--- config.mk ---
export PLATFORM = sky130hd
export DESIGN_NAME = ccb_comm_card
export DESIGN_NICKNAME = d
export VERILOG_FILES = /design/src/shared/ccb_pkg.sv /design/src/ccb_rx_port.sv /design/src/ccb_power_seq.sv /design/src/ccb_comm_card.sv
export VERILOG_INCLUDE_DIRS = /design/src /design/src/shared
export SDC_FILE = /design/constraint.sdc
export NUM_CORES = 1
export LEC_CHECK = 0
export ABC_AREA = 1
export BUFFER_PORTS_ARGS = -buffer_cell sky130_fd_sc_hd__buf_2
export CORE_UTILIZATION = 45
export DETAILED_ROUTE_END_ITERATION = 8
export PLACE_DENSITY = 0.73
export SLEW_MARGIN = 20
export SYNTH_ARGS = -nofsm -noshare
export SYNTH_HDL_FRONTEND = slang
export SYNTH_SLANG_ARGS = --single-unit
--- constraint.sdc ---
create_clock -name core_clk_in -period 1.51 [get_ports core_clk_in]
set_clock_uncertainty 0.2 [all_clocks]
set_input_delay 0 -clock core_clk_in [delete_from_list [all_inputs] [get_ports core_clk_in]]
set_output_delay 0 -clock core_clk_in [all_outputs]
set_load 0.01 [all_outputs]
--- src/shared/ccb_regs.svh ---
`ifndef CCB_REGS_SVH
`define CCB_REGS_SVH

// Clock and timing figures.
`define CCB_CLK_NS        10
`define CCB_RECALL_MS     500
`define CCB_STORE_NS      2000
`define CCB_TX_BIT_NS     8000
`define CCB_REF_INC       16'h51EC

// Decoded address ranges, inclusive bounds.
`define CCB_MON_LO        16'h0000
`define CCB_MON_HI        16'h0FFF
`define CCB_WORK_LO       16'h2000
`define CCB_WORK_HI       16'h3FFF
`define CCB_SHARED_LO     16'h4000
`define CCB_SHARED_HI     16'h47FF
`define CCB_IO_LO         16'h4800
`define CCB_IO_HI         16'h48FF
`define CCB_PROG_LO       16'h8000
`define CCB_PROG_HI       16'hFFFF

// Port addresses inside the I/O range.
`define CCB_IO_RX0        16'h4800
`define CCB_IO_RX1        16'h4802
`define CCB_IO_TXDATA     16'h4804
`define CCB_IO_TXCTRL     16'h4806

// Fields of port words.
`define CCB_RX_DATA_BIT   0
`define CCB_RX_FRAME_BIT  1
`define CCB_TX_DATA_BIT   0
`define CCB_TX_EN_BIT     0

// Interrupt vectors.
`define CCB_VEC_RX0       16'h0010
`define CCB_VEC_RX1       16'h0014
`define CCB_VEC_TX        16'h0018
`define CCB_VEC_NONE      16'h0000

// Interrupt source indices, lower index wins.
`define CCB_SRC_RX0       0
`define CCB_SRC_RX1       1
`define CCB_SRC_TX        2

`endif

--- src/shared/ccb_pkg.sv ---
package ccb_pkg;
  typedef enum logic [1:0] {
    TX_OFF,
    TX_READY,
    TX_SEND
  } ccb_tx_state_t;
  typedef logic [15:0] ccb_word_t;
endpackage

--- src/ccb_rx_port.sv ---
`timescale 1ns/1ns
`include "ccb_regs.svh"

// One uplink receiver input port; it never disarms.
module ccb_rx_port (
  input  wire logic core_clk_in,
  input  wire logic srst_in,
  input  wire logic bit_clk_in,
  input  wire logic frame_in,
  input  wire logic data_in,
  output logic      bit_out,
  output logic      frame_out,
  output logic      req_out
);
  logic [1:0] clk_s_q;
  logic [1:0] frm_s_q;
  logic [1:0] dat_s_q;
  logic       clk_prev_q;
  logic       edge_w;

  always_ff @(posedge core_clk_in) begin
    clk_s_q <= {clk_s_q[0], bit_clk_in};
    frm_s_q <= {frm_s_q[0], frame_in};
    dat_s_q <= {dat_s_q[0], data_in};
  end

  always_ff @(posedge core_clk_in) begin
    if (srst_in) begin
      clk_prev_q <= 1'b0;
    end else begin
      clk_prev_q <= clk_s_q[1];
    end
  end

  assign edge_w = clk_s_q[1] & ~clk_prev_q;

  // Data and frame marker are taken together on the bit clock edge.
  always_ff @(posedge core_clk_in) begin
    if (srst_in) begin
      bit_out   <= 1'b0;
      frame_out <= 1'b0;
      req_out   <= 1'b0;
    end else begin
      req_out <= edge_w;
      if (edge_w) begin
        bit_out   <= dat_s_q[1];
        frame_out <= frm_s_q[1];
      end
    end
  end
endmodule

--- src/ccb_power_seq.sv ---
`timescale 1ns/1ns
`include "ccb_regs.svh"

// Recall pulse after reset and store pulse on a falling supply.
module ccb_power_seq #(
  parameter int RECALL_CYC = (`CCB_RECALL_MS * 1000000) / `CCB_CLK_NS
) (
  input  wire logic core_clk_in,
  input  wire logic srst_in,
  input  wire logic supply_low_in,
  output logic      store_out,
  output logic      recall_out
);
  localparam int STORE_CYC = (`CCB_STORE_NS + `CCB_CLK_NS - 1) / `CCB_CLK_NS;

  logic [1:0]  low_s_q;
  logic        low_prev_q;
  logic [25:0] recall_cnt_q;
  logic [7:0]  store_cnt_q;

  always_ff @(posedge core_clk_in) begin
    low_s_q <= {low_s_q[0], supply_low_in};
  end

  // Reset stands in for power-up here; the pulse runs from its release.
  always_ff @(posedge core_clk_in) begin
    if (srst_in) begin
      recall_cnt_q <= 26'h0000000;
      recall_out   <= 1'b1;
    end else if (recall_out) begin
      if (recall_cnt_q == 26'(RECALL_CYC - 1)) begin
        recall_out <= 1'b0;
      end
      recall_cnt_q <= recall_cnt_q + 26'h0000001;
    end
  end

  // A drop seen during recall is ignored, so settling noise never saves garbage.
  always_ff @(posedge core_clk_in) begin
    if (srst_in) begin
      low_prev_q  <= 1'b1;
      store_cnt_q <= 8'h00;
      store_out   <= 1'b0;
    end else begin
      low_prev_q <= low_s_q[1];
      if (recall_out) begin
        store_out   <= 1'b0;
        store_cnt_q <= 8'h00;
      end else if (store_out) begin
        if (store_cnt_q == 8'(STORE_CYC - 1)) begin
          store_out <= 1'b0;
        end
        store_cnt_q <= store_cnt_q + 8'h01;
      end else if (low_s_q[1] && !low_prev_q) begin
        store_out   <= 1'b1;
        store_cnt_q <= 8'h00;
      end
    end
  end
endmodule

--- src/ccb_comm_card.sv ---
`timescale 1ns/1ns
`include "ccb_regs.svh"

module ccb_comm_card #(
  parameter int RECALL_CYC = (`CCB_RECALL_MS * 1000000) / `CCB_CLK_NS
) (
  input  wire logic        core_clk_in,
  input  wire logic        srst_in,
  input  wire logic [15:0] ad_in,
  output logic      [15:0] ad_out,
  output logic             ad_oe_out,
  input  wire logic        as_n_in,
  input  wire logic        ds_n_in,
  input  wire logic        read_in,
  input  wire logic        iack_in,
  output logic             irq_out,
  output logic             cs_mon_rom_out,
  output logic             cs_work_ram_out,
  output logic             cs_prog_rom_out,
  output logic             cs_shared_ram_out,
  input  wire logic [1:0]  rx_bit_clk_in,
  input  wire logic [1:0]  rx_frame_in,
  input  wire logic [1:0]  rx_data_in,
  output logic             tx_data_out,
  output logic             tx_bit_clk_out,
  output logic             ref_clk_out,
  input  wire logic        supply_low_in,
  output logic             store_out,
  output logic             recall_out
);
  localparam int TX_BIT_CYC  = (`CCB_TX_BIT_NS + `CCB_CLK_NS - 1) / `CCB_CLK_NS;
  localparam int TX_HALF_CYC = TX_BIT_CYC / 2;

  ccb_pkg::ccb_tx_state_t tx_state_q;

  logic [15:0] ad_s1_q;
  logic [15:0] ad_s2_q;
  logic [1:0]  as_s_q;
  logic [1:0]  ds_s_q;
  logic [1:0]  rd_s_q;
  logic [1:0]  iack_s_q;
  logic        ds_prev_q;
  logic        iack_prev_q;
  logic [15:0] addr_q;
  logic [15:0] wdata_q;
  logic [15:0] vec_q;
  logic [2:0]  pend_q;
  logic [2:0]  pend_set_w;
  logic [2:0]  pend_clr_w;
  logic [1:0]  rx_bit_w;
  logic [1:0]  rx_frame_w;
  logic [1:0]  rx_req_w;
  logic        tx_en_q;
  logic        tx_bit_q;
  logic        tx_req_w;
  logic [9:0]  tx_cnt_q;
  logic [15:0] ref_acc_q;
  logic        ds_act_w;
  logic        ds_end_w;
  logic        iack_edge_w;
  logic        io_hit_w;
  logic        wr_txdata_w;
  logic        wr_txctrl_w;

  function automatic logic in_range(input logic [15:0] a, input logic [15:0] lo, input logic [15:0] hi);
    in_range = (a >= lo) && (a <= hi);
  endfunction

  // Strobes come from another clock domain and pass two flip-flops.
  always_ff @(posedge core_clk_in) begin
    ad_s1_q  <= ad_in;
    ad_s2_q  <= ad_s1_q;
    as_s_q   <= {as_s_q[0], as_n_in};
    ds_s_q   <= {ds_s_q[0], ds_n_in};
    rd_s_q   <= {rd_s_q[0], read_in};
    iack_s_q <= {iack_s_q[0], iack_in};
  end

  assign ds_act_w    = !ds_s_q[1];
  assign ds_end_w    = ds_s_q[1] && !ds_prev_q;
  assign iack_edge_w = iack_s_q[1] && !iack_prev_q;
  assign io_hit_w    = in_range(addr_q, `CCB_IO_LO, `CCB_IO_HI);
  assign wr_txdata_w = ds_end_w && !rd_s_q[1] && (addr_q == `CCB_IO_TXDATA);
  assign wr_txctrl_w = ds_end_w && !rd_s_q[1] && (addr_q == `CCB_IO_TXCTRL);

  // Address phase while the address strobe is low; data phase under the data strobe.
  always_ff @(posedge core_clk_in) begin
    if (srst_in) begin
      addr_q      <= 16'h0000;
      wdata_q     <= 16'h0000;
      ds_prev_q   <= 1'b1;
      iack_prev_q <= 1'b0;
    end else begin
      ds_prev_q   <= ds_s_q[1];
      iack_prev_q <= iack_s_q[1];
      if (!as_s_q[1]) begin
        addr_q <= ad_s2_q;
      end
      if (ds_act_w) begin
        wdata_q <= ad_s2_q;
      end
    end
  end

  // Selects stand only through the data phase of a matching address.
  always_ff @(posedge core_clk_in) begin
    if (srst_in) begin
      cs_mon_rom_out    <= 1'b0;
      cs_work_ram_out   <= 1'b0;
      cs_prog_rom_out   <= 1'b0;
      cs_shared_ram_out <= 1'b0;
    end else begin
      cs_mon_rom_out    <= ds_act_w && !iack_s_q[1] && in_range(addr_q, `CCB_MON_LO, `CCB_MON_HI);
      cs_work_ram_out   <= ds_act_w && !iack_s_q[1] && in_range(addr_q, `CCB_WORK_LO, `CCB_WORK_HI);
      cs_prog_rom_out   <= ds_act_w && !iack_s_q[1] && in_range(addr_q, `CCB_PROG_LO, `CCB_PROG_HI);
      cs_shared_ram_out <= ds_act_w && !iack_s_q[1] && in_range(addr_q, `CCB_SHARED_LO, `CCB_SHARED_HI);
    end
  end

  // Read data and vector fetch share the bus driver.
  always_ff @(posedge core_clk_in) begin
    if (srst_in) begin
      ad_out    <= 16'h0000;
      ad_oe_out <= 1'b0;
    end else begin
      ad_oe_out <= ds_act_w && rd_s_q[1] && (iack_s_q[1] || io_hit_w);
      if (iack_s_q[1]) begin
        ad_out <= vec_q;
      end else begin
        unique case (addr_q)
          `CCB_IO_RX0:    ad_out <= 16'({rx_frame_w[0], rx_bit_w[0]}) << `CCB_RX_DATA_BIT;
          `CCB_IO_RX1:    ad_out <= 16'({rx_frame_w[1], rx_bit_w[1]}) << `CCB_RX_DATA_BIT;
          `CCB_IO_TXCTRL: ad_out <= 16'(tx_en_q) << `CCB_TX_EN_BIT;
          default:        ad_out <= 16'h0000;
        endcase
      end
    end
  end

  genvar gi;
  generate
    for (gi = 0; gi < 2; gi++) begin : g_rx
      ccb_rx_port u_rx (
        .core_clk_in (core_clk_in),
        .srst_in     (srst_in),
        .bit_clk_in  (rx_bit_clk_in[gi]),
        .frame_in    (rx_frame_in[gi]),
        .data_in     (rx_data_in[gi]),
        .bit_out     (rx_bit_w[gi]),
        .frame_out   (rx_frame_w[gi]),
        .req_out     (rx_req_w[gi])
      );
    end
  endgenerate

  assign pend_set_w = {tx_req_w, rx_req_w};

  // The acknowledge takes the highest pending source and clears only that one.
  always_comb begin
    pend_clr_w = 3'h0;
    if (iack_edge_w) begin
      if (pend_q[`CCB_SRC_RX0]) begin
        pend_clr_w[`CCB_SRC_RX0] = 1'b1;
      end else if (pend_q[`CCB_SRC_RX1]) begin
        pend_clr_w[`CCB_SRC_RX1] = 1'b1;
      end else if (pend_q[`CCB_SRC_TX]) begin
        pend_clr_w[`CCB_SRC_TX] = 1'b1;
      end
    end
  end

  // A new request in the acknowledge cycle survives the clear.
  always_ff @(posedge core_clk_in) begin
    if (srst_in) begin
      pend_q  <= 3'h0;
      irq_out <= 1'b0;
      vec_q   <= `CCB_VEC_NONE;
    end else begin
      pend_q  <= (pend_q & ~pend_clr_w) | pend_set_w;
      irq_out <= |((pend_q & ~pend_clr_w) | pend_set_w);
      if (iack_edge_w) begin
        if (pend_q[`CCB_SRC_RX0]) begin
          vec_q <= `CCB_VEC_RX0;
        end else if (pend_q[`CCB_SRC_RX1]) begin
          vec_q <= `CCB_VEC_RX1;
        end else if (pend_q[`CCB_SRC_TX]) begin
          vec_q <= `CCB_VEC_TX;
        end else begin
          vec_q <= `CCB_VEC_NONE;
        end
      end
    end
  end

  always_ff @(posedge core_clk_in) begin
    if (srst_in) begin
      tx_en_q <= 1'b0;
    end else if (wr_txctrl_w) begin
      tx_en_q <= wdata_q[`CCB_TX_EN_BIT];
    end
  end

  // A bit written outside the ready state is dropped; only one bit per ready request is taken.
  assign tx_req_w = (tx_state_q == ccb_pkg::TX_OFF && tx_en_q) ||
                    (tx_state_q == ccb_pkg::TX_SEND && tx_cnt_q == 10'(TX_BIT_CYC - 1) && tx_en_q);

  always_ff @(posedge core_clk_in) begin
    if (srst_in) begin
      tx_state_q <= ccb_pkg::TX_OFF;
      tx_bit_q   <= 1'b0;
      tx_cnt_q   <= 10'h000;
    end else begin
      unique case (tx_state_q)
        ccb_pkg::TX_OFF: begin
          if (tx_en_q) begin
            tx_state_q <= ccb_pkg::TX_READY;
          end
        end
        ccb_pkg::TX_READY: begin
          if (!tx_en_q) begin
            tx_state_q <= ccb_pkg::TX_OFF;
          end else if (wr_txdata_w) begin
            tx_bit_q   <= wdata_q[`CCB_TX_DATA_BIT];
            tx_cnt_q   <= 10'h000;
            tx_state_q <= ccb_pkg::TX_SEND;
          end
        end
        ccb_pkg::TX_SEND: begin
          if (tx_cnt_q == 10'(TX_BIT_CYC - 1)) begin
            tx_cnt_q   <= 10'h000;
            tx_state_q <= tx_en_q ? ccb_pkg::TX_READY : ccb_pkg::TX_OFF;
          end else begin
            tx_cnt_q <= tx_cnt_q + 10'h001;
          end
        end
      endcase
    end
  end

  // The link outputs rest low whenever no bit is on its way out.
  always_ff @(posedge core_clk_in) begin
    if (srst_in) begin
      tx_data_out    <= 1'b0;
      tx_bit_clk_out <= 1'b0;
    end else begin
      tx_data_out    <= (tx_state_q == ccb_pkg::TX_SEND) && tx_bit_q;
      tx_bit_clk_out <= (tx_state_q == ccb_pkg::TX_SEND) && (tx_cnt_q < 10'(TX_HALF_CYC));
    end
  end

  // The reference is a phase accumulator, so its edges jitter by one core clock.
  always_ff @(posedge core_clk_in) begin
    if (srst_in) begin
      ref_acc_q   <= 16'h0000;
      ref_clk_out <= 1'b0;
    end else begin
      ref_acc_q   <= ref_acc_q + `CCB_REF_INC;
      ref_clk_out <= ref_acc_q[15];
    end
  end

  ccb_power_seq #(
    .RECALL_CYC (RECALL_CYC)
  ) u_power (
    .core_clk_in   (core_clk_in),
    .srst_in       (srst_in),
    .supply_low_in (supply_low_in),
    .store_out     (store_out),
    .recall_out    (recall_out)
  );
endmodule

==> impl_results.rst, run 1 <==
.. list-table::
   :header-rows: 1

   * - Metric
     - Value
   * - Cell count after synthesis
     - around 770
   * - Cell depth of the worst min-delay path
     - 2
   * - Area overhead of the layout relative to synthesis
     - 42.6%
   * - Total I/O pin count
     - 56
   * - Clock net sink count
     - 166
   * - Share of cells above drive strength 1
     - 32.9%
   * - Share of cell area taken by muxes after synthesis
     - 0%
   * - Via count
     - ~5,500
   * - Number of buffers inserted during clock tree synthesis
     - 17
   * - Dominant combinational cell family by area after synthesis
     - simple AND/OR/NAND/NOR gates
   * - Die X
     - 119 um
   * - Clock Pin Slew Worst Setup and Hold Paths
     - about 70 ps
   * - Starting density of the core
     - 46.2%
   * - Max cap viols
     - 0
   * - Power Density
     - 1180 mW/mm^2
   * - Final Hold Violating Endpoints
     - 0
   * - Proportion of power drawn by flip-flops and latches
     - approximately 47%
   * - Number of global-route vias before repair
     - around 5,200
   * - Switching power of the nets
     - approximately 2.9 mW
   * - Worst reg2reg path endpoint
     - u_power.recall_cnt_q[8]
   * - Final weighted congestion of routability-driven global placement
     - approximately 0.81
   * - Path type of the worst setup path
     - flop to flop
   * - Total core area
     - about 0.013 mm^2
   * - Drt initial violations
     - 356
   * - Via/cell ratio
     - 4.88
   * - Detail Placement HPWL
     - 8.35 mm
   * - Fill cell total of the finished layout
     - 1,026
   * - Post-synthesis adder-cell area fraction
     - under 10%
   * - Post-synthesis cell type count
     - 39
   * - Sw Share
     - 27.6%
   * - Wire length of the first global-routing pass
     - 22.9 mm
   * - Vertical die dimension
     - 119 um
   * - Critical Path Sink Type
     - flop
   * - Setup WS post-layout
     - -89.7 ps
   * - Row cnt
     - 42
   * - Data required time of the worst path
     - 1650 ps
   * - Ant. Diodes
     - 0
   * - Die outline area
     - between 0.01 and 0.015 mm^2
   * - R2R depth
     - 7
   * - Fraction of power consumed by the clock network
     - between 40 and 50%
   * - Antenna violations before repair
     - 0
   * - Count of H-tree levels built during CTS
     - 4
   * - RSZ-0062 raised after global routing
     - yes
   * - Cell Count, Final, Fillers Out
     - ~1,100
   * - Area of the mapped netlist
     - 0.00615 mm^2
   * - Data arrival, critical path
     - ~1700 ps
   * - Buffer depth of the longest clock path
     - 2
   * - Total Routed Length
     - ~14 mm
   * - Utilization after layout
     - between 60% and 70%
   * - Launch point of the worst path
     - u_power.recall_cnt_q[0]
   * - Setup-violating endpoint count in the final report
     - 27
   * - Class of the worst hold path
     - primary input to flop
   * - Simple logic cell fraction of the synthesized area
     - approximately a quarter
   * - Launch point of the worst reg-to-reg path
     - u_power.recall_cnt_q[0]
   * - Clock insertion delay at the later pin of the skew report
     - about 430 ps
   * - Number of remaining DRC errors
     - 0
   * - End point of the critical path
     - u_power.recall_cnt_q[8]
   * - TritonCTS clock tree
     - built
   * - F_max
     - roughly 630 MHz
   * - Final Max Tran Viols
     - 0
   * - Wire per inst
     - roughly 13 um
   * - Reg2Reg Setup Slack
     - -90 ps
   * - Synth Area in Compound Gates
     - approximately 11%
   * - Post-synthesis xor/xnor area fraction
     - less than 1%
   * - Critical Path Start Type
     - flop
   * - P_int
     - about 7.5 mW
   * - Net total in the final layout
     - about 980
   * - Number of register bits inferred by synthesis
     - 166
   * - Reported leakage power
     - roughly 3.7 nW
   * - Result of the run
     - finished with violations
   * - Fraction of the yosys area taken by sequential cells
     - a little over half
   * - Worst-path maximum fanout
     - 4
   * - Cell Count Post-Placement
     - roughly 1,000
   * - Relative contribution of combinational cells to total power
     - between 10% and 20%
   * - Number of antenna-violating nets in the routed design
     - 0
   * - Violated checks
     - negative setup slack
   * - Number of buffers inserted by port buffering
     - 44
   * - Tmin final
     - between 1500 and 2000 ps
   * - Worst VDD drop
     - 1280 uV
   * - Share of the cycle needed by the critical path after routing
     - 106%
   * - Pin count of the biggest net entering global routing
     - 39
   * - Yosys warning total
     - 0
   * - Master cell of the clock root buffer
     - clkbuf_16
   * - GR Util All Layers
     - approximately 20%
   * - Count of TritonRoute iterations in the first routing pass
     - 5
   * - GRT overflow
     - 0
   * - Mean cell area of the mapped netlist
     - 7.97 um^2
[timing repair]
| item | CTS | global route |
|---|---|---|
| resized for setup | 47 | 130 |
| gates cloned | 1 | 0 |
| endpoints found under the setup margin | 35 | 52 |
| hold buffers | 48 | 0 |
| pin swaps | 17 | 40 |
| buffers inserted | 7 | 6 |
| hold endpoints to repair | 72 | 0 |
[critical path, cell delays in order, from the launching register on]
cell and delay, ps:
dfxtp_2 360, ha_4 190, nand3_4 90, buf_4 150
nor3_2 180, buf_4 140, a21oi_1 60, a211oi_2 140
[final cells by class]
| cell class | instances | area [um^2] | share of cell area, % |
|---|---|---|---|
| flip-flops and latches | 166 | 3370 | 38.4 |
| multi-input cells | 498 | 2870 | 32.8 |
| repair buffers | 173 | 1370 | 15.6 |
| clock buffers | 18 | 429 | 4.90 |
| inverters | 91 | 353 | 4.03 |
| well taps | 176 | 220 | 2.51 |
| clock inverters | 14 | 154 | 1.76 |
[cell families (layout without fill, tap and decap cells)]
group	count (synthesis)	after routing
buffers and inverters	118	296
flip-flops	166	166
other	1	11
XOR/XNOR	1	1
AND/OR/NAND/NOR	351	352
adder cells (fa/ha/maj)	7	7
AO/OA/AOI/OAI	127	127
[layout by cell type, fill, tap and decap left out, types with 3 or more instances in the layout]
cell type and n:
a211oi_1 4, a21oi_1 53, a21oi_2 7, buf_2 44, buf_4 69, buf_6 10
clkbuf_16 17, clkinv_8 4, conb_1 11, dfxtp_1 136, dfxtp_2 28, dlygate4sd3_1 48
ha_4 3, inv_1 74, inv_2 13, inv_4 3, inv_6 7, nand2_1 96
nand2_2 16, nand2_4 7, nand3_1 23, nand3_2 21, nand3_4 6, nand3b_1 3
nand4_1 5, nor2_1 104, nor2_2 20, nor2_4 16, nor3_1 18, nor3_2 4
nor3b_1 4, nor4_1 3, o21ai_0 35, o21ai_1 16, o21ai_2 5
[through the flow]
| step | cell area, um^2 | setup WS, ps | power, mW | setup TNS [ps] | hold WS (ps) |
|---|---|---|---|---|---|
| 2_1_floorplan | 6230 | -26.6 | 5.56 | -78.0 | -172 |
| 3_3_place_gp | 7030 | -78.9 | 5.87 | -1110 | -98.0 |
| 3_5_place_dp | 7030 | -123 | 5.89 | -1990 | -96.4 |
| 4_1_cts | 8300 | -67.9 | 10.3 | -721 | 0.387 |
| 5_1_grt | 8760 | -210 | 10.8 | -4770 | 1.14 |
| 6_report | 8760 | -89.7 | 10.4 | -1580 | 6.92 |
[flip-flops by register name, summed over array words and instances (netlist names), 2 cells and up]
name and count:
tx_state_q 2, tx_cnt_q 10, iack_s_q 2, g_rx.u_rx.frame_out 2, vec_q 3, pend_q 3, rd_s_q 2, u_power.store_cnt_q 8
u_power.low_s_q 2, addr_q 16, ad_s2_q 16, g_rx.u_rx.dat_s_q 4, ad_out 5, g_rx.u_rx.frm_s_q 4, g_rx.u_rx.clk_s_q 4, ad_s1_q 16
g_rx.u_rx.bit_out 2, ds_s_q 2, ref_acc_q 14, g_rx.u_rx.req_out 2, g_rx.u_rx.clk_prev_q 2, u_power.recall_cnt_q 26, as_s_q 2
[worst min-delay path by stage]
stage,start,end,slack [ps]
final,read_in,rd_s_q[0],7
after global placement,ad_in[15],ad_s1_q[15],-100
after floorplan,ad_in[0],ad_s1_q[0],-170
after detailed placement,rx_bit_clk_in[0],g_rx[0].u_rx.clk_s_q[0],-100
after global routing,ad_in[14],ad_s1_q[14],1
after CTS,rx_frame_in[1],g_rx[1].u_rx.frm_s_q[0],0.4
[metal layers]
layer,part of all wire (%),GRT usage [%],wire (um),vias up
li1,-,-,-,2817
met2,51,35.2,7300,123
met1,44,24.2,6290,2574
met4,2.4,8.62,347,0
met3,3.0,4.17,435,26
met5,0,0,0,-
[cells in the mapped netlist]
cell        n  area [um^2]
o21ai_0    47          235
nand2_4     1         11.3
dfxtp_1   166         3320
nor2_4      1         11.3
nor2_2      8         50.1
buf_2       2         10.0
ha_1        7         87.6
o21ai_1     9         45.0
o21a_1      1         7.51
buf_6       1         11.3
and3_1      2         12.5
nor3_1     23          115
a31oi_1     2         12.5
inv_2       5         18.8
nand2_2     5         31.3
or2_1       1         6.26
nand3b_1    3         22.5
a21boi_2    1         11.3
buf_4      11         82.6
clkbuf_1    9         33.8
inv_1      85          319
nand2_1   113          424
nand3_2     1         10.0
nand3_1    48          240
nor3b_1     4         30.0
a21oi_1    55          275
a22oi_1     1         7.51
buf_1       3         11.3
xor2_1      1         8.76
nand3_4     1         17.5
nor2_1    131          492
a21oi_2     5         43.8
nand4_1     5         31.3
o211ai_1    1         7.51
buf_12      1         20.0
clkinv_1    1         3.75
nor4_1      4         25.0
a211oi_1    5         37.5
conb_1      1         3.75
[power by group through the flow]
stage | Clock, mW | Combinational, mW | Sequential (mW)
after detailed placement | 0 | 1.02 | 4.87
final | 4.21 | 1.32 | 4.82
after floorplan | 0 | 0.705 | 4.86
after global routing | 4.47 | 1.47 | 4.85
after CTS | 4.26 | 1.21 | 4.80
after global placement | 0 | 1.00 | 4.87
No activity file was read; power rests on OpenSTA's default activity.
==> run 2, diff against run 1 <==
- CELL_PAD_IN_SITES_DETAIL_PLACEMENT: not set -> 1
- CELL_PAD_IN_SITES_GLOBAL_PLACEMENT: not set -> 1
- CORE_UTILIZATION: 45 -> 39
- PLACE_DENSITY: 0.73 -> 0.81
- SETUP_SLACK_MARGIN: not set -> 0.5
==> impl_results.rst, run 2 (synthesis results as in run 1) <==
.. list-table::
   :header-rows: 1

   * - Metric
     - Value
   * - Worst-path maximum fanout
     - 3 (was 4)
   * - Number of remaining DRC errors
     - 0 (unchanged)
   * - Cell Count Post-Placement
     - 1,073 (was 1,042)
   * - Total Routed Length
     - 29.5 mm (was 14.4 mm)
   * - Class of the worst hold path
     - primary input to flop (unchanged)
   * - Largest register by flop count
     - u_power.recall_cnt_q (unchanged)
   * - Detail Placement HPWL
     - 10.7 mm (was 8.35 mm)
   * - Via count
     - 6,617 (was 5,540)
   * - Final TNS setup
     - -8780 ps (was -1580 ps)
   * - Fill cell total of the finished layout
     - 1,673 (was 1,026)
   * - Vertical die dimension
     - 128 um (was 119 um)
   * - Drt initial violations
     - 467 (was 356)
   * - GR Util All Layers
     - 27.2% (was 20.3%)
   * - Number of global-route vias before repair
     - 6,552 (was 5,204)
   * - Highest cell delay on the worst timing path
     - 400 ps (was 360 ps)
   * - RSZ-0062 raised after global routing
     - yes (unchanged)
   * - Library cell appearing most often on the critical path
     - nor2_1 (was buf_4)
   * - Share of the cycle needed by the critical path after routing
     - 129% (was 106%)
   * - GRT overflow
     - 0 (unchanged)
   * - Number of buffers inserted by port buffering
     - 44 (unchanged)
   * - Cell breakdown of the critical path
     - buf_4, nand2_4, nor2_4, nand2_2, nor2_1, inv_1, nor2_2, inv_2, o21ai_1, nor2_1 (was ha_4, nand3_4, buf_4, nor3_2, buf_4, a21oi_1, a211oi_2)
   * - Die outline area
     - 0.0163 mm^2 (was 0.0141 mm^2)
   * - Design Area, Final
     - 0.0102 mm^2 (was 0.00876 mm^2)
   * - Path type of the worst setup path
     - flop to flop (unchanged)
   * - Via/cell ratio
     - 5.50 (was 4.88)
   * - Net total in the final layout
     - 1,015 (was 983)
   * - Top cell family by delay on the critical path
     - simple AND/OR/NAND/NOR gates (was flip-flops)
   * - Result of the run
     - finished with violations (unchanged)
   * - Final Max Tran Viols
     - 0 (unchanged)
   * - Clock net sink count
     - 166 (unchanged)
   * - Total I/O pin count
     - 56 (unchanged)
   * - Number of buffer and inverter stages on the critical path
     - 3 (was 2)
   * - Die X
     - 128 um (was 119 um)
   * - Reported leakage power
     - 4.16 nW (was 3.68 nW)
   * - Final weighted congestion of routability-driven global placement
     - 0.805 (was 0.812)
   * - Worst VDD drop
     - 901 uV (was 1280 uV)
   * - Most common cell after layout, fill and taps aside
     - dfxtp_1 (unchanged)
   * - Setup WS post-layout
     - -444 ps (was -89.7 ps)
   * - Cell Count, Final, Fillers Out
     - 1,203 (was 1,136)
   * - Pin count of the biggest net entering global routing
     - 40 (was 39)
   * - Violated checks
     - negative hold slack, negative setup slack (was negative setup slack)
   * - Power Density
     - 1110 mW/mm^2 (was 1180 mW/mm^2)
   * - Tmin final
     - 1950 ps (was 1600 ps)
   * - Buffer depth of the longest clock path
     - 2 (unchanged)
   * - Wire per inst
     - 24.5 um (was 12.7 um)
   * - Data required time of the worst path
     - 1640 ps (was 1650 ps)
   * - Row cnt
     - 45 (was 42)
   * - Critical Path Sink Type
     - flop (unchanged)
   * - Share of cells above drive strength 1
     - 54.6% (was 32.9%)
   * - Clock Pin Slew Worst Setup and Hold Paths
     - 80 ps (was 70 ps)
   * - Hold_buf cts
     - 27 (was 48)
   * - Cell with the biggest individual delay on the critical path
     - dfxtp_4 (was dfxtp_2)
   * - Data arrival, critical path
     - 2090 ps (was 1740 ps)
   * - Number of buffers inserted during clock tree synthesis
     - 17 (unchanged)
   * - Final Hold Violating Endpoints
     - 12 (was 0)
   * - TritonCTS clock tree
     - built (unchanged)
   * - Antenna violations before repair
     - 0 (unchanged)
   * - Master cell of the clock root buffer
     - clkbuf_16 (unchanged)
   * - Count of H-tree levels built during CTS
     - 4 (unchanged)
   * - Total core area
     - 0.0153 mm^2 (was 0.0133 mm^2)
   * - Starting density of the core
     - 40.1% (was 46.2%)
   * - Count of TritonRoute iterations in the first routing pass
     - 5 (unchanged)
   * - Max FFs per register
     - 26 (unchanged)
   * - Worst hold slack across all endpoints
     - -199 ps (was 6.92 ps)
   * - Critical Path Start Type
     - flop (unchanged)
   * - Clock insertion delay at the later pin of the skew report
     - 460 ps (was 430 ps)
   * - Setup-violating endpoint count in the final report
     - 41 (was 27)
   * - Placement-stage cell area
     - 0.00738 mm^2 (was 0.00703 mm^2)
   * - Reg2Reg Setup Slack
     - -440 ps (was -90 ps)
   * - Utilization after layout
     - 66.7% (was 65.9%)
   * - Wire length of the first global-routing pass
     - 33.8 mm (was 22.9 mm)
   * - F_max
     - 512 MHz (was 625 MHz)
   * - Ant. Diodes
     - 0 (unchanged)
   * - Number of antenna-violating nets in the routed design
     - 0 (unchanged)
   * - Power, Total
     - 11.3 mW (was 10.4 mW)
   * - Max cap viols
     - 0 (unchanged)
   * - Leading cell types in the layout, fill and taps excluded
     - dfxtp_1, buf_4, nor2_1, nand2_1, buf_6 (was dfxtp_1, nor2_1, nand2_1, inv_1, buf_4)
   * - Area overhead of the layout relative to synthesis
     - 66.2% (was 42.6%)
run 2: worst reg2reg max path: cells and delay by family, from the launching register on:
family,cells,cell delay [ps]
DFF,1,400
AOI/OAI and AO/OA,1,230
and+or+nand+nor,6,700
buffers and inverters,3,310
run 2: area by class of cell:
class	count	area (um^2)	share of cell area, %
Multi-Input combinational cell	498	3710	36.3
Clock inverter	14	130	1.27
Clock buffer	18	429	4.20
Timing Repair inverter	1	11.3	0.110
Sequential cell	166	3430	33.6
Tap cell	211	264	2.58
Inverter	91	394	3.86
Timing Repair Buffer	204	1840	18.1
run 2: metal layers:
layer  GRT usage (%)  routed length [um]  vias to the layer above
met2            51.5               15500                      288
met4            13.8                1910                        0
met5               0                   0                        -
met1            28.7               10800                     3301
li1                -                   -                     2891
met3            4.90                1210                      137
run 2: timing repair:
action                                  CTS  global route
gates cloned                              4             0
endpoints found under the setup margin  119           121
pin swaps                                80            75
endpoints found under the hold margin    41            13
gates resized for setup                 207           204
buffers inserted                         39            28
run 2: power breakdown:
| part | internal [mW] | switching [mW] | leakage, nW |
|---|---|---|---|
| clock | 2.19 | 2.22 | 0.273 |
| sequential | 4.65 | 0.271 | 1.40 |
| combinational | 0.866 | 1.10 | 2.49 |
| total | 7.70 | 3.59 | 4.16 |
run 2: worst paths after layout:
check,start,endpoint,depth (start not counted)
worst min register to register,ad_s1_q[1],ad_s2_q[1],0
worst max register to register,u_power.recall_cnt_q[1],u_power.recall_cnt_q[13],10
worst min-delay path,srst_in,g_rx[1].u_rx.req_out,2
worst max-delay path,u_power.recall_cnt_q[1],u_power.recall_cnt_q[13],10
run 2: per-stage QoR:
stage	hold WS (ps)	setup WS (ps)
final	-199	-444
after CTS	-259	-98.7
after global placement	-98.2	-80.5
after detailed placement	-96.1	-144
after floorplan	-172	-19.4
after global routing	-211	-443
==> run 3, diff against run 2 <==
- CORE_MARGIN: not set -> 5
==> impl_results.rst, run 3 (synthesis results as in run 1) <==
.. list-table::
   :header-rows: 1

   * - Metric
     - Value
   * - Launch point of the worst reg-to-reg path
     - tx_state_q[1] (was u_power.recall_cnt_q[1])
   * - Path type of the worst setup path
     - flop to flop (unchanged)
   * - Utilization after layout
     - 69.2% (was 66.7%)
   * - Uppermost layer routed
     - met4 (unchanged)
   * - Most common cell after layout, fill and taps aside
     - dfxtp_1 (unchanged)
   * - Fill cell total of the finished layout
     - 1,612 (was 1,673)
   * - P_int
     - 7.92 mW (was 7.70 mW)
   * - Master cell of the clock root buffer
     - clkbuf_16 (unchanged)
   * - Routed metal-1 wire length
     - 12.0 mm (was 10.8 mm)
   * - Cell Count, Final, Fillers Out
     - 1,216 (was 1,203)
   * - Die outline area
     - 0.0184 mm^2 (was 0.0163 mm^2)
   * - Result of the run
     - finished with violations (unchanged)
   * - Sw Share
     - 33.6% (was 31.8%)
   * - Max cap viols
     - 0 (unchanged)
   * - Max FFs per register
     - 26 (unchanged)
   * - Switching power of the nets
     - 4.01 mW (was 3.59 mW)
   * - F_max
     - 523 MHz (was 512 MHz)
   * - Area overhead of the layout relative to synthesis
     - 72.3% (was 66.2%)
   * - Clock Pin Slew Worst Setup and Hold Paths
     - 80 ps (about the same)
   * - Count of H-tree levels built during CTS
     - 4 (unchanged)
   * - Library cell appearing most often on the critical path
     - inv_2 (was nor2_1)
   * - Count of TritonRoute iterations in the first routing pass
     - 5 (unchanged)
   * - Relative contribution of combinational cells to total power
     - 18.9% (was 17.4%)
   * - Place WS
     - -95.2 ps (was -144 ps)
   * - Data required time of the worst path
     - 1680 ps (was 1640 ps)
   * - Detail Placement HPWL
     - 10.8 mm (was 10.7 mm)
   * - Proportion of power drawn by flip-flops and latches
     - 41.5% (was 43.6%)
   * - Worst hold slack across all endpoints
     - -192 ps (was -199 ps)
   * - Setup WS post-layout
     - -402 ps (was -444 ps)
   * - Wire length of the first global-routing pass
     - 37.8 mm (was 33.8 mm)
   * - Highest cell delay on the worst timing path
     - 370 ps (was 400 ps)
   * - Data arrival, critical path
     - 2080 ps (was 2090 ps)
   * - Top cell family by delay on the critical path
     - simple AND/OR/NAND/NOR gates (unchanged)
   * - Leading cell types in the layout, fill and taps excluded
     - dfxtp_1, buf_4, nor2_1, nand2_1, buf_6 (unchanged)
   * - Launch point of the worst hold path
     - srst_in (unchanged)
   * - Total I/O pin count
     - 56 (unchanged)
   * - Wire per inst
     - 27.8 um (was 24.5 um)
   * - Clock insertion delay at the later pin of the skew report
     - 460 ps (about the same)
   * - Starting density of the core
     - 40.1% (unchanged)
   * - Final Hold Violating Endpoints
     - 20 (was 12)
   * - Combined area of the multi-input logic cells
     - 0.00392 mm^2 (was 0.00371 mm^2)
   * - Total Routed Length
     - 33.8 mm (was 29.5 mm)
   * - Number of remaining DRC errors
     - 0 (unchanged)
   * - Fraction of power consumed by the clock network
     - 39.6% (was 39.0%)
   * - GRT overflow
     - 0 (unchanged)
   * - Critical Path Sink Type
     - flop (unchanged)
   * - Number of global-route vias before repair
     - 6,966 (was 6,552)
   * - Via/cell ratio
     - 5.76 (was 5.50)
   * - Total met2 wirelength after detailed routing
     - 17.0 mm (was 15.5 mm)
   * - Class of the worst hold path
     - primary input to flop (unchanged)
   * - Sequential Area
     - 0.00345 mm^2 (was 0.00343 mm^2)
   * - Number of antenna-violating nets in the routed design
     - 0 (unchanged)
   * - Worst VDD drop
     - 983 uV (was 901 uV)
   * - Number of buffers inserted by port buffering
     - 44 (unchanged)
   * - Clock net sink count
     - 166 (unchanged)
   * - Drt initial violations
     - 550 (was 467)
   * - Power Density
     - 1130 mW/mm^2 (was 1110 mW/mm^2)
   * - Via count
     - 7,002 (was 6,617)
   * - RSZ-0062 raised after global routing
     - yes (unchanged)
   * - Final Max Tran Viols
     - 0 (unchanged)
   * - Number of buffers inserted during clock tree synthesis
     - 17 (unchanged)
   * - Launch point of the worst path
     - tx_state_q[1] (was u_power.recall_cnt_q[1])
   * - Worst-path maximum fanout
     - 8 (was 3)
   * - Power, Total
     - 11.9 mW (was 11.3 mW)
   * - Number of buffer and inverter stages on the critical path
     - 3 (unchanged)
   * - Pin count of the biggest net entering global routing
     - 31 (was 40)
   * - TritonCTS clock tree
     - built (unchanged)
   * - Cell with the biggest individual delay on the critical path
     - dfxtp_4 (unchanged)
   * - Cell breakdown of the critical path
     - inv_2, ha_4, nand2_1, inv_2, nand3_4, nand2_8, buf_8, o21ai_2, nor2_1 (was buf_4, nand2_4, nor2_4, nand2_2, nor2_1, inv_1, nor2_2, inv_2, o21ai_1, nor2_1)
   * - Violated checks
     - negative hold slack, negative setup slack (unchanged)
   * - Cell Count Post-Placement
     - 1,072 (was 1,073)
   * - Setup-violating endpoint count in the final report
     - 44 (was 41)
   * - Share of the cycle needed by the critical path after routing
     - 127% (was 129%)
   * - Antenna violations before repair
     - 0 (unchanged)
   * - Total core area
     - 0.0153 mm^2 (unchanged)
   * - Ant. Diodes
     - 0 (unchanged)
   * - Share of cells above drive strength 1
     - 60.0% (was 54.6%)
   * - GR Util All Layers
     - 26.7% (was 27.2%)
   * - Critical Path Start Type
     - flop (unchanged)
   * - Net total in the final layout
     - 1,028 (was 1,015)
   * - Largest register by flop count
     - u_power.recall_cnt_q (unchanged)
   * - Reported leakage power
     - 4.28 nW (was 4.16 nW)
   * - Buffer depth of the longest clock path
     - 2 (unchanged)
   * - Row cnt
     - 45 (unchanged)
   * - Hold_buf cts
     - 27 (unchanged)
   * - Die X
     - 136 um (was 128 um)
   * - Vertical die dimension
     - 136 um (was 128 um)
   * - Final weighted congestion of routability-driven global placement
     - 0.842 (was 0.805)
   * - Routed wl met3
     - 2.40 mm (was 1.21 mm)
   * - Tmin final
     - 1910 ps (was 1950 ps)
-- run 3: worst paths after layout --
path / depth (start not counted) / to / slack, ps
min: 2 / u_power.recall_cnt_q[23] / -190
max reg2reg: 9 / tx_cnt_q[2] / -400
min reg2reg: 0 / g_rx[1].u_rx.frm_s_q[1] / 130
max: 9 / tx_cnt_q[2] / -400
-- run 3: per-stage QoR --
step,instance area [um^2],hold WS [ps],setup TNS [ps]
detailed placement,7350,-95.9,-935
CTS,9330,-253,-676
global placement,7350,-98.1,-271
floorplan,6560,-172,-48.1
global route,10600,-202,-9450
finish,10600,-192,-7990
-- run 3: repair_timing --
item / in CTS / in global routing
resized for setup: 250 / 246
pin swaps: 76 / 76
gates cloned: 2 / 0
buffers inserted: 34 / 49
endpoints found under the hold margin: 58 / 20
endpoints found under the setup margin: 119 / 121
-- run 3: per-layer routing --
metal | GRT usage, % | vias to the layer above
met5 | 0 | -
met1 | 28.6 | 3481
met3 | 6.02 | 180
met2 | 48.5 | 426
li1 | - | 2915
met4 | 14.8 | 0
-- run 3: final cells by class --
cell class	count	area share, %
clock buffer	18	4.15
clock inverter	14	1.58
inverter	91	3.67
multi-input combinational	497	37.0
sequential	166	32.6
tap	211	2.49
timing repair buffer	218	18.4
timing repair inverter	1	0.0827
-- run 3: power by group through the flow --
stage	Clock, mW	Sequential, mW	Combinational (mW)
final	4.73	4.95	2.25
after global routing	4.90	4.96	2.32
after CTS	4.51	4.85	1.47
after detailed placement	0	4.91	1.05
after global placement	0	4.89	1.00
after floorplan	0	4.89	0.751
